`src/core/erc_consts.svh`:
```
// constants for the selected error record control block
`ifndef ERC_CONSTS_SVH
`define ERC_CONSTS_SVH
// ============================================================
// system register encoding
`define ERC_OP0 2'h3
`define ERC_OP1 3'h0
`define ERC_CRN 4'h5
`define ERC_CRM 4'h4
`define ERC_OP2 3'h1
// ============================================================
// control word field positions
`define ERC_BIT_ED 0
`define ERC_BIT_UI 2
`define ERC_BIT_FI 3
`define ERC_BIT_CFI 8
// ============================================================
// record count, reset value, syndrome class
`define ERC_NUM_RECORDS 2
`define ERC_SEL_W 1
`define ERC_ENABLE_RESET 4'h0
`define ERC_TRAP_CLASS 6'h18
`define ERC_CNT_W 8
`define ERC_CNT_MAX 8'hFF
`endif

```
`src/core/erc_pkg.sv`:
```
// types for the selected error record control block
package erc_pkg;
    // exception level of the access
    typedef enum logic [1:0] {ERC_EL0, ERC_EL1, ERC_EL2, ERC_EL3} erc_level_t;
    // outcome of an access check
    typedef enum logic [1:0] {ERC_OK, ERC_UNDEF, ERC_TRAP_EL2, ERC_TRAP_EL3} erc_result_t;
endpackage

```
`src/core/erc_record_enables.sv`:
```
// per-record enable bits and error event gating for one record
`timescale 1ns/10ps
`include "erc_consts.svh"
module erc_record_enables (
    input wire logic core_clk,
    input wire logic sys_rst,
    input wire logic wrEn,
    input wire logic [3:0] wrBits,
    output logic [3:0] enBits,
    input wire logic errCorrected,
    input wire logic errDeferred,
    input wire logic errUncorrected,
    output logic faultIrq,
    output logic recoveryIrq,
    output logic [`ERC_CNT_W-1:0] ceCount,
    output logic ceOverflow
);
    // ============================================================
    // enable storage: {cfi, fi, ui, ed}
    logic [3:0] enables_reg;
    logic [3:0] enables_next;
    logic [`ERC_CNT_W-1:0] count_reg;
    logic [`ERC_CNT_W-1:0] count_next;
    logic ovf_reg;
    logic ovf_next;
    logic ceWrap;
    wire logic detEn = enables_reg[0]; // detection gate
    wire logic uiEn = enables_reg[1];
    wire logic fiEn = enables_reg[2];
    wire logic cfiEn = enables_reg[3];

    // events seen only while detection is on; direction is not separated
    wire logic ceSeen = errCorrected & detEn;
    wire logic deSeen = errDeferred & detEn;
    wire logic ueSeen = errUncorrected & detEn;

    assign enables_next = wrEn ? wrBits : enables_reg;
    assign ceWrap = ceSeen && (count_reg == `ERC_CNT_MAX);
    assign count_next = ceSeen ? count_reg + 8'h01 : count_reg;
    // overflow flag is sticky; only the cold reset on sys_rst clears it
    assign ovf_next = ovf_reg | ceWrap;

    // ============================================================
    // only the async cold reset clears; warm reset is not wired here on purpose
    always_ff @(posedge core_clk or posedge sys_rst) begin
        if (sys_rst) begin
            enables_reg <= `ERC_ENABLE_RESET;
            count_reg <= 8'h00;
            ovf_reg <= 1'b0;
        end else begin
            enables_reg <= enables_next;
            count_reg <= count_next;
            ovf_reg <= ovf_next;
        end
    end

    // interrupts are raised regardless of whether the syndrome is recorded,
    // so a lower priority error still interrupts
    assign faultIrq = (fiEn & (deSeen | ueSeen)) | (cfiEn & ceWrap);
    assign recoveryIrq = uiEn & ueSeen & ~deSeen;
    assign enBits = enables_reg;
    assign ceCount = count_reg;
    assign ceOverflow = ovf_reg;
endmodule // erc_record_enables

```
`src/core/erc_control_reg.sv`:
```
// selected error record control register with access checks
// Behaviour
// - access goes to selected record control
// - cfi raises fault irq on counter overflow
// - irq raised even when syndrome dropped
// - fi raises fault irq for deferred/uncorrected
// - ui raises recovery irq for uncorrected without deferred
// - ed gates detection and correction
// - enables cover reads and writes alike
// - cold reset clears enables, warm keeps
// - lowest level access is undefined
// - el2 error trap bit traps first
// - fine grain read trap to el2
// - fine grain write trap to el2
// - monitor trap bit traps to el3
// - highest level always accesses
// - decode op0 3 op1 0 crn5 crm4 op2 1
// - eight bit corrected error counter per record, on ceCounts
`timescale 1ns/10ps
`include "erc_consts.svh"
module erc_control_reg
    import erc_pkg::*;
(
    input wire logic core_clk,
    input wire logic sys_rst,
    // system register instruction from the core
    input wire logic sysregValid,
    input wire logic sysregWrite,
    input wire logic [1:0] sysregOp0,
    input wire logic [2:0] sysregOp1,
    input wire logic [3:0] sysregCrn,
    input wire logic [3:0] sysregCrm,
    input wire logic [2:0] sysregOp2,
    input wire logic [63:0] sysregWdata,
    input wire erc_level_t curLevel,
    // trap controls
    input wire logic el2Enabled,
    input wire logic hypErrorRegTrap,
    input wire logic monitorErrorRegTrap,
    input wire logic fineGrainTrapEnable,
    input wire logic fineGrainReadTrap,
    input wire logic fineGrainWriteTrap,
    input wire logic [`ERC_SEL_W-1:0] errorRecordSelector,
    // error events, one bit per record
    input wire logic [`ERC_NUM_RECORDS-1:0] errCorrected,
    input wire logic [`ERC_NUM_RECORDS-1:0] errDeferred,
    input wire logic [`ERC_NUM_RECORDS-1:0] errUncorrected,
    // answer to the core
    output logic respValid,
    output erc_result_t respResult,
    output logic [5:0] respClass,
    output logic [63:0] respRdata,
    // outward signals
    output logic [`ERC_NUM_RECORDS-1:0] detectCorrectEnable,
    output logic faultIrq,
    output logic recoveryIrq,
    output logic [`ERC_NUM_RECORDS*`ERC_CNT_W-1:0] ceCounts,
    output logic [`ERC_NUM_RECORDS-1:0] ceOverflows
);
    // ============================================================
    // instruction decode
    // each encoding field is compared on its own, which keeps the match
    // readable when a foreign encoding has to be traced on a waveform
    wire logic op0Match = (sysregOp0 == `ERC_OP0);
    wire logic op1Match = (sysregOp1 == `ERC_OP1);
    wire logic crnMatch = (sysregCrn == `ERC_CRN);
    wire logic crmMatch = (sysregCrm == `ERC_CRM);
    wire logic op2Match = (sysregOp2 == `ERC_OP2);
    // reads and writes share one encoding; the direction comes from sysregWrite
    wire logic encMatch = op0Match && op1Match && crnMatch && crmMatch && op2Match;
    // a request is taken only with the strobe; other encodings are not ours to answer
    wire logic hit = sysregValid && encMatch;
    wire logic isRead = !sysregWrite; // read direction of the request

    // ============================================================
    // trap causes, one named wire each
    // the el2 error register trap bit only counts while the second level runs
    wire logic hypTrapOn = el2Enabled && hypErrorRegTrap;
    // fine grain traps need the second level and the monitor's global enable
    wire logic fgGate = el2Enabled && fineGrainTrapEnable;
    // only the fine grain bit of the access direction applies
    wire logic fgReadTrapOn = fgGate && isRead && fineGrainReadTrap;
    wire logic fgWriteTrapOn = fgGate && sysregWrite && fineGrainWriteTrap;
    wire logic fgTrapOn = fgReadTrapOn || fgWriteTrapOn;
    // the monitor bit is the last resort at both lower privileged levels
    wire logic monTrapOn = monitorErrorRegTrap;

    // ============================================================
    // access check
    // outcome of the access; the el2 trap bit wins over fine grain,
    // which wins over the monitor bit
    erc_result_t check;
    always_comb begin
        unique case (curLevel)
            // least privileged level never reaches the register
            ERC_EL0: check = ERC_UNDEF;
            ERC_EL1: begin
                if (hypTrapOn) begin
                    check = ERC_TRAP_EL2;
                end else if (fgTrapOn) begin
                    check = ERC_TRAP_EL2;
                end else if (monTrapOn) begin
                    check = ERC_TRAP_EL3;
                end else begin
                    check = ERC_OK;
                end
            end
            // second level answers only to the monitor bit
            ERC_EL2: check = monTrapOn ? ERC_TRAP_EL3 : ERC_OK;
            // highest level is never trapped
            ERC_EL3: check = ERC_OK;
        endcase
    end
    // a taken request that passed every check
    wire logic accOk = hit && (check == ERC_OK);
    // trapped or undefined writes leave the enables alone
    wire logic doWrite = accOk && sysregWrite;
    // only the four enable positions are picked out; reserved bits are dropped here
    wire logic [3:0] wrBits = {sysregWdata[`ERC_BIT_CFI], sysregWdata[`ERC_BIT_FI],
        sysregWdata[`ERC_BIT_UI], sysregWdata[`ERC_BIT_ED]};

    // ============================================================
    // one enable set per record
    // enables of each record, {cfi, fi, ui, ed}
    logic [3:0] enArr [`ERC_NUM_RECORDS];
    logic [`ERC_NUM_RECORDS-1:0] fIrq; // fault irq of each record
    logic [`ERC_NUM_RECORDS-1:0] rIrq; // recovery irq of each record
    genvar gi;
    generate
        for (gi = 0; gi < `ERC_NUM_RECORDS; gi++) begin : g_rec
            // writes reach only the selected record
            wire logic selHit = doWrite && (errorRecordSelector == gi);
            erc_record_enables u_rec (
                .core_clk(core_clk),
                .sys_rst(sys_rst),
                .wrEn(selHit),
                .wrBits(wrBits),
                .enBits(enArr[gi]),
                .errCorrected(errCorrected[gi]),
                .errDeferred(errDeferred[gi]),
                .errUncorrected(errUncorrected[gi]),
                .faultIrq(fIrq[gi]),
                .recoveryIrq(rIrq[gi]),
                .ceCount(ceCounts[gi*`ERC_CNT_W +: `ERC_CNT_W]),
                .ceOverflow(ceOverflows[gi])
            );
            assign detectCorrectEnable[gi] = enArr[gi][0];
        end
    endgenerate
    // every record shares one pair of interrupt lines; a handler finds
    // the source by stepping the selector through the records
    assign faultIrq = |fIrq;
    // recovery line merged the same way
    assign recoveryIrq = |rIrq;

    // read view of the selected record; reserved bits zero
    // with two records the selector is one bit, so no index can fall outside
    logic [3:0] selEn;
    assign selEn = enArr[errorRecordSelector];
    logic [63:0] rdView;
    always_comb begin
        rdView = 64'h0;
        rdView[`ERC_BIT_ED] = selEn[0];
        rdView[`ERC_BIT_UI] = selEn[1];
        rdView[`ERC_BIT_FI] = selEn[2];
        rdView[`ERC_BIT_CFI] = selEn[3];
    end

    // ============================================================
    // answer registers: one cycle after the request
    // next values are named so that each flip-flop block stays short
    wire logic respValid_next = hit;
    // a trap answer carries the system access class, anything else zero
    wire logic isTrap = (check == ERC_TRAP_EL2) || (check == ERC_TRAP_EL3);
    wire logic [5:0] respClass_next = isTrap ? `ERC_TRAP_CLASS : 6'h00;
    // data is only exposed on a permitted read, so a trapped read leaks nothing
    wire logic [63:0] respRdata_next = (accOk && isRead) ? rdView : 64'h0;
    logic respValid_reg; // answer strobe, high for one cycle
    erc_result_t respResult_reg; // outcome of the access check
    logic [5:0] respClass_reg; // syndrome class of a trap
    logic [63:0] respRdata_reg; // read word of a permitted read

    // answer strobe; a foreign encoding leaves it low
    always_ff @(posedge core_clk or posedge sys_rst) begin
        if (sys_rst) begin
            respValid_reg <= 1'b0;
        end else begin
            respValid_reg <= respValid_next;
        end
    end

    // access outcome, updated every cycle; only meaningful with the strobe
    always_ff @(posedge core_clk or posedge sys_rst) begin
        if (sys_rst) begin
            respResult_reg <= ERC_OK;
        end else begin
            respResult_reg <= check;
        end
    end

    // syndrome class of a trapped access
    always_ff @(posedge core_clk or posedge sys_rst) begin
        if (sys_rst) begin
            respClass_reg <= 6'h00;
        end else begin
            respClass_reg <= respClass_next;
        end
    end

    // read word; the enables are seen as they stood before the taking edge
    always_ff @(posedge core_clk or posedge sys_rst) begin
        if (sys_rst) begin
            respRdata_reg <= 64'h0;
        end else begin
            respRdata_reg <= respRdata_next;
        end
    end

    // answer ports are straight flip-flop outputs
    assign respValid = respValid_reg;
    assign respResult = respResult_reg;
    assign respClass = respClass_reg;
    assign respRdata = respRdata_reg;
endmodule // erc_control_reg

```
`config.mk`:
```
export PLATFORM = sky130hd
export DESIGN_NAME = erc_control_reg
export DESIGN_NICKNAME = d
export VERILOG_FILES = /design/src/core/erc_pkg.sv /design/src/core/erc_record_enables.sv /design/src/core/erc_control_reg.sv
export VERILOG_INCLUDE_DIRS = /design/src /design/src/core
export SDC_FILE = /design/constraint.sdc
export NUM_CORES = 1
export LEC_CHECK = 0
export ABC_AREA = 1
export ABC_CLOCK_PERIOD_IN_PS = 2550
export BUFFER_PORTS_ARGS = -buffer_cell sky130_fd_sc_hd__buf_4
export CORE_MARGIN = 2
export CORE_UTILIZATION = 42
export DETAILED_ROUTE_END_ITERATION = 12
export GPL_ROUTABILITY_DRIVEN = 0
export MAX_ROUTING_LAYER = met4
export PLACE_DENSITY = 0.87
export SYNTH_ARGS = -nofsm -noshare
export SYNTH_HDL_FRONTEND = slang
export SYNTH_SLANG_ARGS = --single-unit
```
`constraint.sdc`:
```
create_clock -name core_clk -period 2.55 [get_ports core_clk]
set_input_delay 0.3825 -clock core_clk [delete_from_list [all_inputs] [get_ports core_clk]]
set_output_delay 0.3825 -clock core_clk [all_outputs]
set_load 0.02 [all_outputs]
```
After elaboration in Yosys (flattened, before gate mapping)
Cells that the tools add are included.
Widths: inputs -> output; s select.
{"block": "totals", "output_inout_bits": 95, "ram_bits": 0, "romBits": 0, "reg_bits": 43, "word_cells": 83, "input_bits": 99, "mem_count": 0, "latch_bits": 0}
{"block": "classes", "n_reduce_logical": 26, "n_lt_le_gt_ge": 1, "n_bitwise": 24, "div_mod_pow": 0, "shifts": 0, "muxes": 9, "n_eq_ne": 11, "n_addsub": 2, "multipliers": 0}
{"operator": "$logic_and 1x1->1", "count": 18}
{"operator": "$add 8x1->8 const B", "count": 2}
{"operator": "$eq 8x8->1 const B", "count": 2}
{"operator": "$and 1x1->1", "count": 14}
{"operator": "$mux 4", "count": 3}
{"operator": "$eq 2x2->1 const B", "count": 5}
{"operator": "$mux 9", "count": 1}
{"operator": "$eq 4x3->1 const B", "count": 2}
{"operator": "$pmux 2 s4", "count": 1}
{"operator": "$mux 2", "count": 3}
{"operator": "$or 1x1->1", "count": 6}
{"operator": "$mux 5", "count": 1}
{"operator": "$logic_not 2->1", "count": 2}
{"operator": "$reduce_or 2->1", "count": 2}
{"operator": "$eq 3x1->1 const B", "count": 1}
{"operator": "$logic_not 3->1", "count": 1}
{"operator": "$not 1->1", "count": 3}
{"operator": "$eq 2x1->1 const B", "count": 1}
{"operator": "$ge 2x2->1 const B", "count": 1}
{"operator": "$logic_or 1x1->1", "count": 2}
{"operator": "$not 1->2", "count": 1}
{"operator": "$logic_not 1->1", "count": 1}

Logic depth before layout (Yosys ltp)
Gate-level depths: netlist (run 1).
{"block": "logic_depth", "ltp_word": 11, "depth_mapped": 10, "depth_no_buf": 10}

Hierarchy
Synthesis (run 1) repeated with hierarchy kept, for this count alone.
{"block": "unflattened", "cells_unflattened": 272, "hier_area_um2": 2275.9}
{"module": "erc_record_enables", "n_inst": 2, "cells_per_inst": 69, "seq_area_each_um2": 325.3, "area_per_inst_um2": 636.9}
{"module": "erc_control_reg", "n_inst": 1, "cells_per_inst": 134, "seq_area_each_um2": 200.2, "area_per_inst_um2": 1002.2}

Worst setup path after synthesis (run 1)
No wires, ideal clock.
{"block": "synth_timing", "kind": "reg2out", "from": "register g_rec[0].u_rec.count_reg[0]", "to": "output port faultIrq", "path_slack_ns": 0.644, "n_path_buf": 0, "t_required_ns": 2.168, "path_stages_with_launch": 8, "arrival_ns": 1.524, "cell_sequence": "dfrtp_1 -> ha_1 -> inv_1 -> nor2_2 -> nand3_1 -> nor2_1 -> nand4_1 -> o21ai_1"}
{"block": "synth_via", "elab_chain_len": 5}
{"item": "start: declaration", "line": "erc_record_enables.sv:22", "source": "logic [`ERC_CNT_W-1:0] count_reg;"}
{"item": "start signal: assignment", "line": "erc_record_enables.sv:52", "source": "count_reg <= count_next;"}
{"item": "$eq 8x8->1 (no source line)"}
{"item": "$logic_and 1x1->1", "line": "erc_record_enables.sv:38", "source": "assign ceWrap = ceSeen && (count_reg == `ERC_CNT_MAX);"}
{"item": "$and 1x1->1", "line": "erc_record_enables.sv:59", "source": "assign faultIrq = (fiEn & (deSeen | ueSeen)) | (cfiEn & ceWrap);"}
{"item": "$or 1x1->1", "line": "erc_record_enables.sv:59"}
{"item": "$reduce_or 2->1", "line": "erc_control_reg.sv:152", "source": "assign faultIrq = |fIrq;"}
{"item": "end: declaration", "line": "erc_control_reg.sv:55", "source": "output logic faultIrq,"}
No other way between the ends.

Worst setup path in the final report (run 1)
{"block": "layout_timing", "from": "register g_rec[1].u_rec.enables_reg[0]", "to": "output port faultIrq"}
{"block": "layout_via", "elab_chain_len": 5, "elab_cells_between_ends": 9, "classes_between": "bitwise (7); reduce/logical (2)"}
{"item": "start: declaration", "line": "erc_record_enables.sv:20", "source": "logic [3:0] enables_reg;"}
{"item": "start signal: assignment", "line": "erc_record_enables.sv:47", "source": "enables_reg <= `ERC_ENABLE_RESET;"}
{"item": "start signal: assignment", "line": "erc_record_enables.sv:51", "source": "enables_reg <= enables_next;"}
{"item": "$and 1x1->1, on equally long branches", "line": "erc_record_enables.sv:34, erc_record_enables.sv:33, erc_record_enables.sv:35"}
{"item": "$or 1x1->1 / $logic_and 1x1->1 (equally long branches)", "line": "erc_record_enables.sv:59, erc_record_enables.sv:38"}
{"item": "$and 1x1->1", "line": "erc_record_enables.sv:59"}
{"item": "$or 1x1->1 *", "line": "erc_record_enables.sv:59"}
{"item": "$reduce_or 2->1 *", "line": "erc_control_reg.sv:152"}
Mark *: on every way between the ends. The rest lies on a longest branch, timed or not.

==> summary.md, run 1 <==
| Metric | Value |
|---|---|
| First-pass GRT wire length | 7.13 mm |
| ANT cells | 0 |
| CTS Buffer Depth | 2 |
| Yosys warning count | 0 |
| Worst slack at placement | 0.672 ns |
| CP startpoint kind | flop |
| Setup crit end kind | primary output |
| # Post-CTS Setup Buffers | 0 |
| Total gr overflow | 0 |
| Initial core utilization | 44.1% |
| Crit path top cell by count | nor2_1 |
| Critical path, cell by cell | nand2_2 > nor2_4 > nand3_2 > nor2_2 > nand4_1 > nor2_1 > nor2_1 > o21ai_1 > buf_4 |
| Hold Path Class | in -> async |
| Endpoints failing setup | 0 |
| Synth Area per Inst | 8.46 um2 |
| Port Buf Inserts | 69 |
| Status | complete, no violations |
| Nets@finish | 441 |
| Root buffer cell | clkbuf_8 |
| IO Pins | 194 |
| Clk Latency, worst-skew pair | 0.28 ns |
| Commonest non-fill, non-tap cells in the layout | buf_4, conb_1, nand2_1 |
| CP Buf/Inv Count | 1 |
| #FFs+latches synth | 34 |
| Drt total wl | 4.25 mm |
| Clk_skew | 0.00433 ns |
| CP Data Required Time | 2.17 ns |
| Die area | 6040 um2 |
| CP delay by family, top | simple AND/OR/NAND/NOR gates |
| Number of flip-flops in the largest register | 16 |
| Maximum operating frequency | 0.459 GHz |
| Core Region | 5170 um2 |
| Vias in the first global route | 1591 |
| Final Worst Setup Slack | 0.372 ns |
| TritonCTS buffer count | 5 |
| Setup TNS | 0 ns |
| Leakage | 1.54 nW |
| 1st-pass router iterations | 4 |
| Vias per cell | 4.20 |
| Initial antenna violation count | 0 |
| Gr usage total | 14.9% |
| Max Cap Viol | 0 |
| Max-slew violations | 0 |
| Minimum clock period | 2.18 ns |
| Clk sinks | 34 |
| Post-cts sizing count | 0 |
| Worst-path clk slew | 0.06 ns |
| Register area share after synthesis | 37.3% |
| ANT nets after route | 0 |
| Share of cells above drive strength 1 | 31.8% |
| Netlist cell types | 31 |
| # H-tree levels | 2 |
| DP Wirelength | 3.48 mm |
| Largest net degree at the start of global routing | 35 |
| Number of hold buffers added after CTS | 0 |
| Synth Cell Area | 2280 um2 |
| Die X | 77.7 um |
| Row count | 26 |
| Period Utilization, post-route | 85.4% |
| Filler cell count | 481 |
| Critical path data arrival time | 1.80 ns |
| Hold Fails Final Rpt | 0 |
| RSZ-0062 raised after global routing | no |
| DRT iter0 DRCs | 100 |
| CTS tree | built |
| P per Cell Area | 408 nW/um2 |
| Area Overhead vs Synth | 18.0% |
| Die height | 77.7 um |
| CP peak stage delay | 0.48 ns |
| Cells after Synth | 270 |
| CP Max Fanout | 6 |
| Worst vdd ir | 0.213 mV |
| Slowest stage cell, crit path | dfrtp_1 |
| CP Class | reg -> out |
| Post-detailed-route DRC marker count | 0 |
| Via count | 1722 |
| Commonest non-fill, non-tap cell in the layout | buf_4 |
| Wire length per cell | 10.4 um |
[where the power goes]
part           internal [W]  leakage [nW]  switching (W)
sequential         0.000543         0.440     0.00000148
combinational     0.0000550          1.05       0.000142
clock              0.000183        0.0438       0.000175
[worst paths after layout]
path | from | endpoint | slack, ns | cells after the start
setup / recovery | g_rec[1].u_rec.enBits[0] | faultIrq | 0.37 | 9
hold / removal | sys_rst | g_rec[0].u_rec.ceCount[4] | 0.19 | 3
setup reg to reg | g_rec[1].u_rec.enBits[0] | g_rec[1].u_rec.ceCount[7] | 1.16 | 5
hold reg to reg | g_rec[1].u_rec.ceOverflow | g_rec[1].u_rec.ceOverflow | 0.47 | 2
max in group asynchronous | sys_rst | respResult[1] | 2.07 | 3
min in group core_clk | sysregWdata[2] | g_rec[0].u_rec.enBits[1] | 0.36 | 3
[layer usage]
metal | vias to the layer above | routed length (um) | track usage, %
met4 | 0 | 63 | 5.18
li1 | 845 | - | -
met3 | 10 | 414 | 4.42
met5 | - | 0 | -
met1 | 779 | 1590 | 15.9
met2 | 88 | 2180 | 26.4
[synth_stat cells]
cell	count	area (um2)
inv_1	27	101
xnor2_1	6	52.6
xor2_1	7	61.3
dfrtp_1	34	851
o21ai_0	1	5.00
nand3_2	3	30.0
clkbuf_1	2	7.51
nand2_2	5	31.3
a21oi_1	2	10.0
mux2_2	1	11.3
o21ai_1	1	5.00
o211ai_1	2	15.0
nor2_8	1	20.0
nand4_2	2	25.0
o21bai_1	1	7.51
nor2_4	2	22.5
conb_1	1	3.75
nand4_1	12	75.1
nand2_1	53	199
nor3_2	2	20.0
nor2_1	15	56.3
buf_4	69	518
a21boi_2	1	11.3
nor2_2	6	37.5
a21oi_2	3	26.3
and2_2	1	7.51
inv_2	2	7.51
ha_1	2	25.0
o32ai_1	1	8.76
nand2_4	1	11.3
nand3_1	4	20.0
[per-stage QoR]
| stage | hold WS (ns) | std cells | utilization [%] | area (um2) | total power (W) |
|---|---|---|---|---|---|
| floorplan | 0.436 | 333 | - | 2520 | 0.000760 |
| global placement | 0.447 | 403 | 50.6 | 2620 | 0.000747 |
| detailed placement | 0.454 | 403 | 50.6 | 2620 | 0.000749 |
| CTS | 0.194 | 410 | 52.1 | 2690 | 0.00111 |
| global route | 0.240 | 410 | 52.1 | 2690 | 0.00116 |
| finish | 0.190 | 410 | 52.1 | 2690 | 0.00110 |
[tightest hold or removal path, delay by kind of cell]
kind	cells	cell delay, ns
buffers and inverters	3	0.51
[layout make-up]
cell class	instances	area [um2]	area share (%)
clock buffer	5	68.8	2.55
timing repair buffer	71	533	19.8
inverter	29	109	4.04
multi-input combinational	199	1030	38.4
sequential	34	851	31.6
tap	70	87.6	3.25
clock inverter	2	10.0	0.372
[logic make-up (layout without fill, tap and decap cells)]
family	count (synthesis)	count (layout)	share of synthesized area, %
muxes	1	1	0.493
AOI/OAI and AO/OA	12	12	3.89
and+or+nand+nor	107	107	24.3
adders and majority gates	2	2	1.10
xor gates and xnor gates	13	13	4.99
buffers and inverters	100	107	27.8
other	1	64	0.164
DFF	34	34	37.3
(Power assumes the default switching activity.)
==> inputs of run 2 (changes only) <==
--- a/config.mk
+++ b/config.mk
@@ -7,14 +7,14 @@
 export NUM_CORES = 1
 export LEC_CHECK = 0
 export ABC_AREA = 1
-export ABC_CLOCK_PERIOD_IN_PS = 2550
+export ABC_CLOCK_PERIOD_IN_PS = 2050
 export BUFFER_PORTS_ARGS = -buffer_cell sky130_fd_sc_hd__buf_4
 export CORE_MARGIN = 2
-export CORE_UTILIZATION = 42
+export CORE_UTILIZATION = 39
 export DETAILED_ROUTE_END_ITERATION = 12
 export GPL_ROUTABILITY_DRIVEN = 0
 export MAX_ROUTING_LAYER = met4
-export PLACE_DENSITY = 0.87
+export PLACE_DENSITY = 0.82
 export SYNTH_ARGS = -nofsm -noshare
 export SYNTH_HDL_FRONTEND = slang
 export SYNTH_SLANG_ARGS = --single-unit
==> constraint.sdc (replaced) <==
create_clock -name core_clk -period 2.05 [get_ports core_clk]
set_input_delay 0.3075 -clock core_clk [delete_from_list [all_inputs] [get_ports core_clk]]
set_output_delay 0.3075 -clock core_clk [all_outputs]
set_load 0.02 [all_outputs]
==> run 2 against run 1 <==
Effect of this change:
- sequential cell count did not move
- clock power grew 38%
- clock skew increased by 0.0019 ns
- worst setup slack lost 0.33 ns
- die area increased by 7.3%
- combinational power increased by 24%
- first-iteration DRC count decreased by 42%
- largest cell class unchanged
==> summary.md, run 2 (synthesis gave the netlist of run 1 again) <==
| Metric | Value |
|---|---|
| Status | complete, no violations |
| Minimum clock period | 2.00 ns |
| Number of flip-flops in the largest register | 16 (unchanged) |
| Clk sinks | 34 (unchanged) |
| Critical path data arrival time | 1.70 ns (-0.10 ns) |
| RSZ-0062 raised after global routing | yes |
| ANT nets after route | 0 (unchanged) |
| Endpoints failing setup | 0 (unchanged) |
| Hold Fails Final Rpt | 0 (unchanged) |
| Initial core utilization | 41.0% (-3.2 points) |
| Share of power burned in the clock network | 34.9% (+2.3 points) |
| Max Cap Viol | 0 (unchanged) |
| Commonest non-fill, non-tap cells in the layout | buf_4, conb_1, nand2_1 |
| Setup crit end kind | primary output |
| Leakage | 1.58 nW (+2.9%) |
| Row count | 27 (+3.8%) |
| Worst vdd ir | 0.280 mV (+32%) |
| Total gr overflow | 0 (unchanged) |
| Hold Slack | 0.116 ns (-0.0748 ns) |
| Core Region | 5570 um2 (+7.8%) |
| R2R Setup Slk | 0.66 ns (-0.50 ns) |
| CP Max Fanout | 2 (-4) |
| DRT iter0 DRCs | 58 (-42%) |
| Area Overhead vs Synth | 21.9% |
| TritonCTS buffer count | 5 (unchanged) |
| Root buffer cell | clkbuf_8 |
| Hold Path Class | in -> async |
| Max-slew violations | 0 (unchanged) |
| Period Utilization, post-route | 97.7% |
| P per Cell Area | 509 nW/um2 (+25%) |
| Internal Power | 0.00101 W (+30%) |
| Share of cells above drive strength 1 | 33.5% (+1.8 points) |
| Clk Latency, worst-skew pair | 0.28 ns (about the same) |
| Die area | 6480 um2 (+7.3%) |
| CP startpoint kind | flop |
| CP Data Required Time | 1.74 ns (-0.43 ns) |
| Worst-path clk slew | 0.06 ns (about the same) |
| Gr usage total | 14.2% (-0.77 points) |
| DP Wirelength | 3.59 mm (+3.1%) |
| CTS Buffer Depth | 2 (unchanged) |
| Clk_skew | 0.00624 ns (+0.00191 ns) |
| CP peak stage delay | 0.35 ns (-0.13 ns) |
| # H-tree levels | 2 (unchanged) |
| Filler cell count | 540 (+12%) |
| Largest net degree at the start of global routing | 35 (unchanged) |
| Vias in the first global route | 1623 (+2.0%) |
| CTS tree | built |
| Placed cell areas | 2630 um2 (+0.38%) |
| Area of the multi-input gates | 1050 um2 (+1.5%) |
| P_sw | 0.000402 W (+26%) |
| Die height | 80.5 um (+3.6%) |
| Drt total wl | 4.50 mm (+6.0%) |
| Slowest stage cell, crit path | dfrtp_1 |
| 1st-pass router iterations | 4 (unchanged) |
| ANT cells | 0 (unchanged) |
| Maximum operating frequency | 0.499 GHz |
| Reg area | 851 um2 (unchanged) |
| Number of hold buffers added after CTS | 0 (unchanged) |
| Critical path, cell by cell | ha_1 > inv_1 > nor2_4 > nand3_4 > nor2_4 > nand4_1 > nor2_1 > nor2_1 > o21ai_1 > buf_4 |
| Wire length per cell | 10.7 um (+3.3%) |
| First-pass GRT wire length | 6.91 mm (-3.0%) |
| Logic pwr share | 17.3% (-0.6 points) |
| CP Class | reg -> out |
| Nets@finish | 449 (+1.8%) |
| Commonest non-fill, non-tap cell in the layout | buf_4 |
| Fin area | 2780 um2 (+3.3%) |
| Fin util | 49.9% (-2.1 points) |
| Via count | 1792 (+4.1%) |
| Vias per cell | 4.26 (+1.3%) |
| Post-detailed-route DRC marker count | 0 (unchanged) |
| Sequential fraction of design power | 47.8% (-1.8 points) |
| Port Buf Inserts | 69 (unchanged) |
| Switching share of power | 28.4% (-0.59 points) |
| Die X | 80.5 um (+3.6%) |
| Initial antenna violation count | 0 (unchanged) |
| IO Pins | 194 (unchanged) |
## run 2: cell types whose count changed in the layout (fill, tap and decap cells not counted), sizes merged
cell and delta:
clkbuf +2, clkinv -1, buf +8
## run 2: critical path: cells and delay by family, from the launching register on
kind / cells / cell delay, ns
AO/OA/AOI/OAI: 1 / 0.09
flip-flops: 1 / 0.35
buffers and inverters: 2 / 0.23
adder cells (fa/ha/maj): 1 / 0.15
AND/OR/NAND/NOR: 6 / 0.60
## run 2: power by group through the flow
stage / registers [W] / logic (W) / clock network [W]
after floorplan: 0.000696 / 0.000249 / 0
after global placement: 0.000690 / 0.000239 / 0
after detailed placement: 0.000690 / 0.000243 / 0
after CTS: 0.000677 / 0.000243 / 0.000512
after global routing: 0.000677 / 0.000266 / 0.000542
final: 0.000677 / 0.000245 / 0.000494
## run 2: per-stage QoR
stage	setup TNS [ns]	cells	setup slack, ns	power (W)
floorplan	0	333	0.219	0.000945
global placement	0	406	0.306	0.000929
detailed placement	0	406	0.270	0.000932
CTS	0	418	0.0206	0.00143
global route	-0.116	421	-0.116	0.00148
finish	0	421	0.0462	0.00142
## run 2: final timing paths
path,start,depth (start not counted),to
worst max-delay path,g_rec[1].u_rec.ceCount[0],10,faultIrq
worst min-delay path,sys_rst,3,g_rec[1].u_rec.ceCount[7]
worst max register to register,g_rec[1].u_rec.ceCount[0],7,g_rec[1].u_rec.ceCount[7]
worst min register to register,g_rec[1].u_rec.ceOverflow,2,g_rec[1].u_rec.ceOverflow
max in group asynchronous,sys_rst,3,g_rec[1].u_rec.enBits[0]
min in group core_clk,sysregWdata[3],3,g_rec[1].u_rec.enBits[2]
## run 2: area by class of cell
type | count | area share [%]
multi-input combinational | 199 | 37.7
sequential | 34 | 30.6
timing repair buffer | 79 | 21.3
inverter | 29 | 3.91
tap | 72 | 3.24
clock buffer | 7 | 3.10
clock inverter | 1 | 0.180
## run 2: per-layer routing
metal | vias to the layer above | GRT usage [%] | routed length (um) | share of wire, %
li1 | 862 | - | - | -
met1 | 826 | 14.5 | 1620 | 36
met2 | 90 | 25.5 | 2370 | 53
met3 | 14 | 3.48 | 361 | 8.0
met4 | 0 | 6.44 | 153 | 3.4
met5 | - | - | 0 | 0
## run 2: timing repair
item / in CTS / in global routing
resized for setup: 0 / 3
endpoints found under the setup margin: 1 / 1
pin swaps: 0 / 2
buffers inserted: 4 / 3
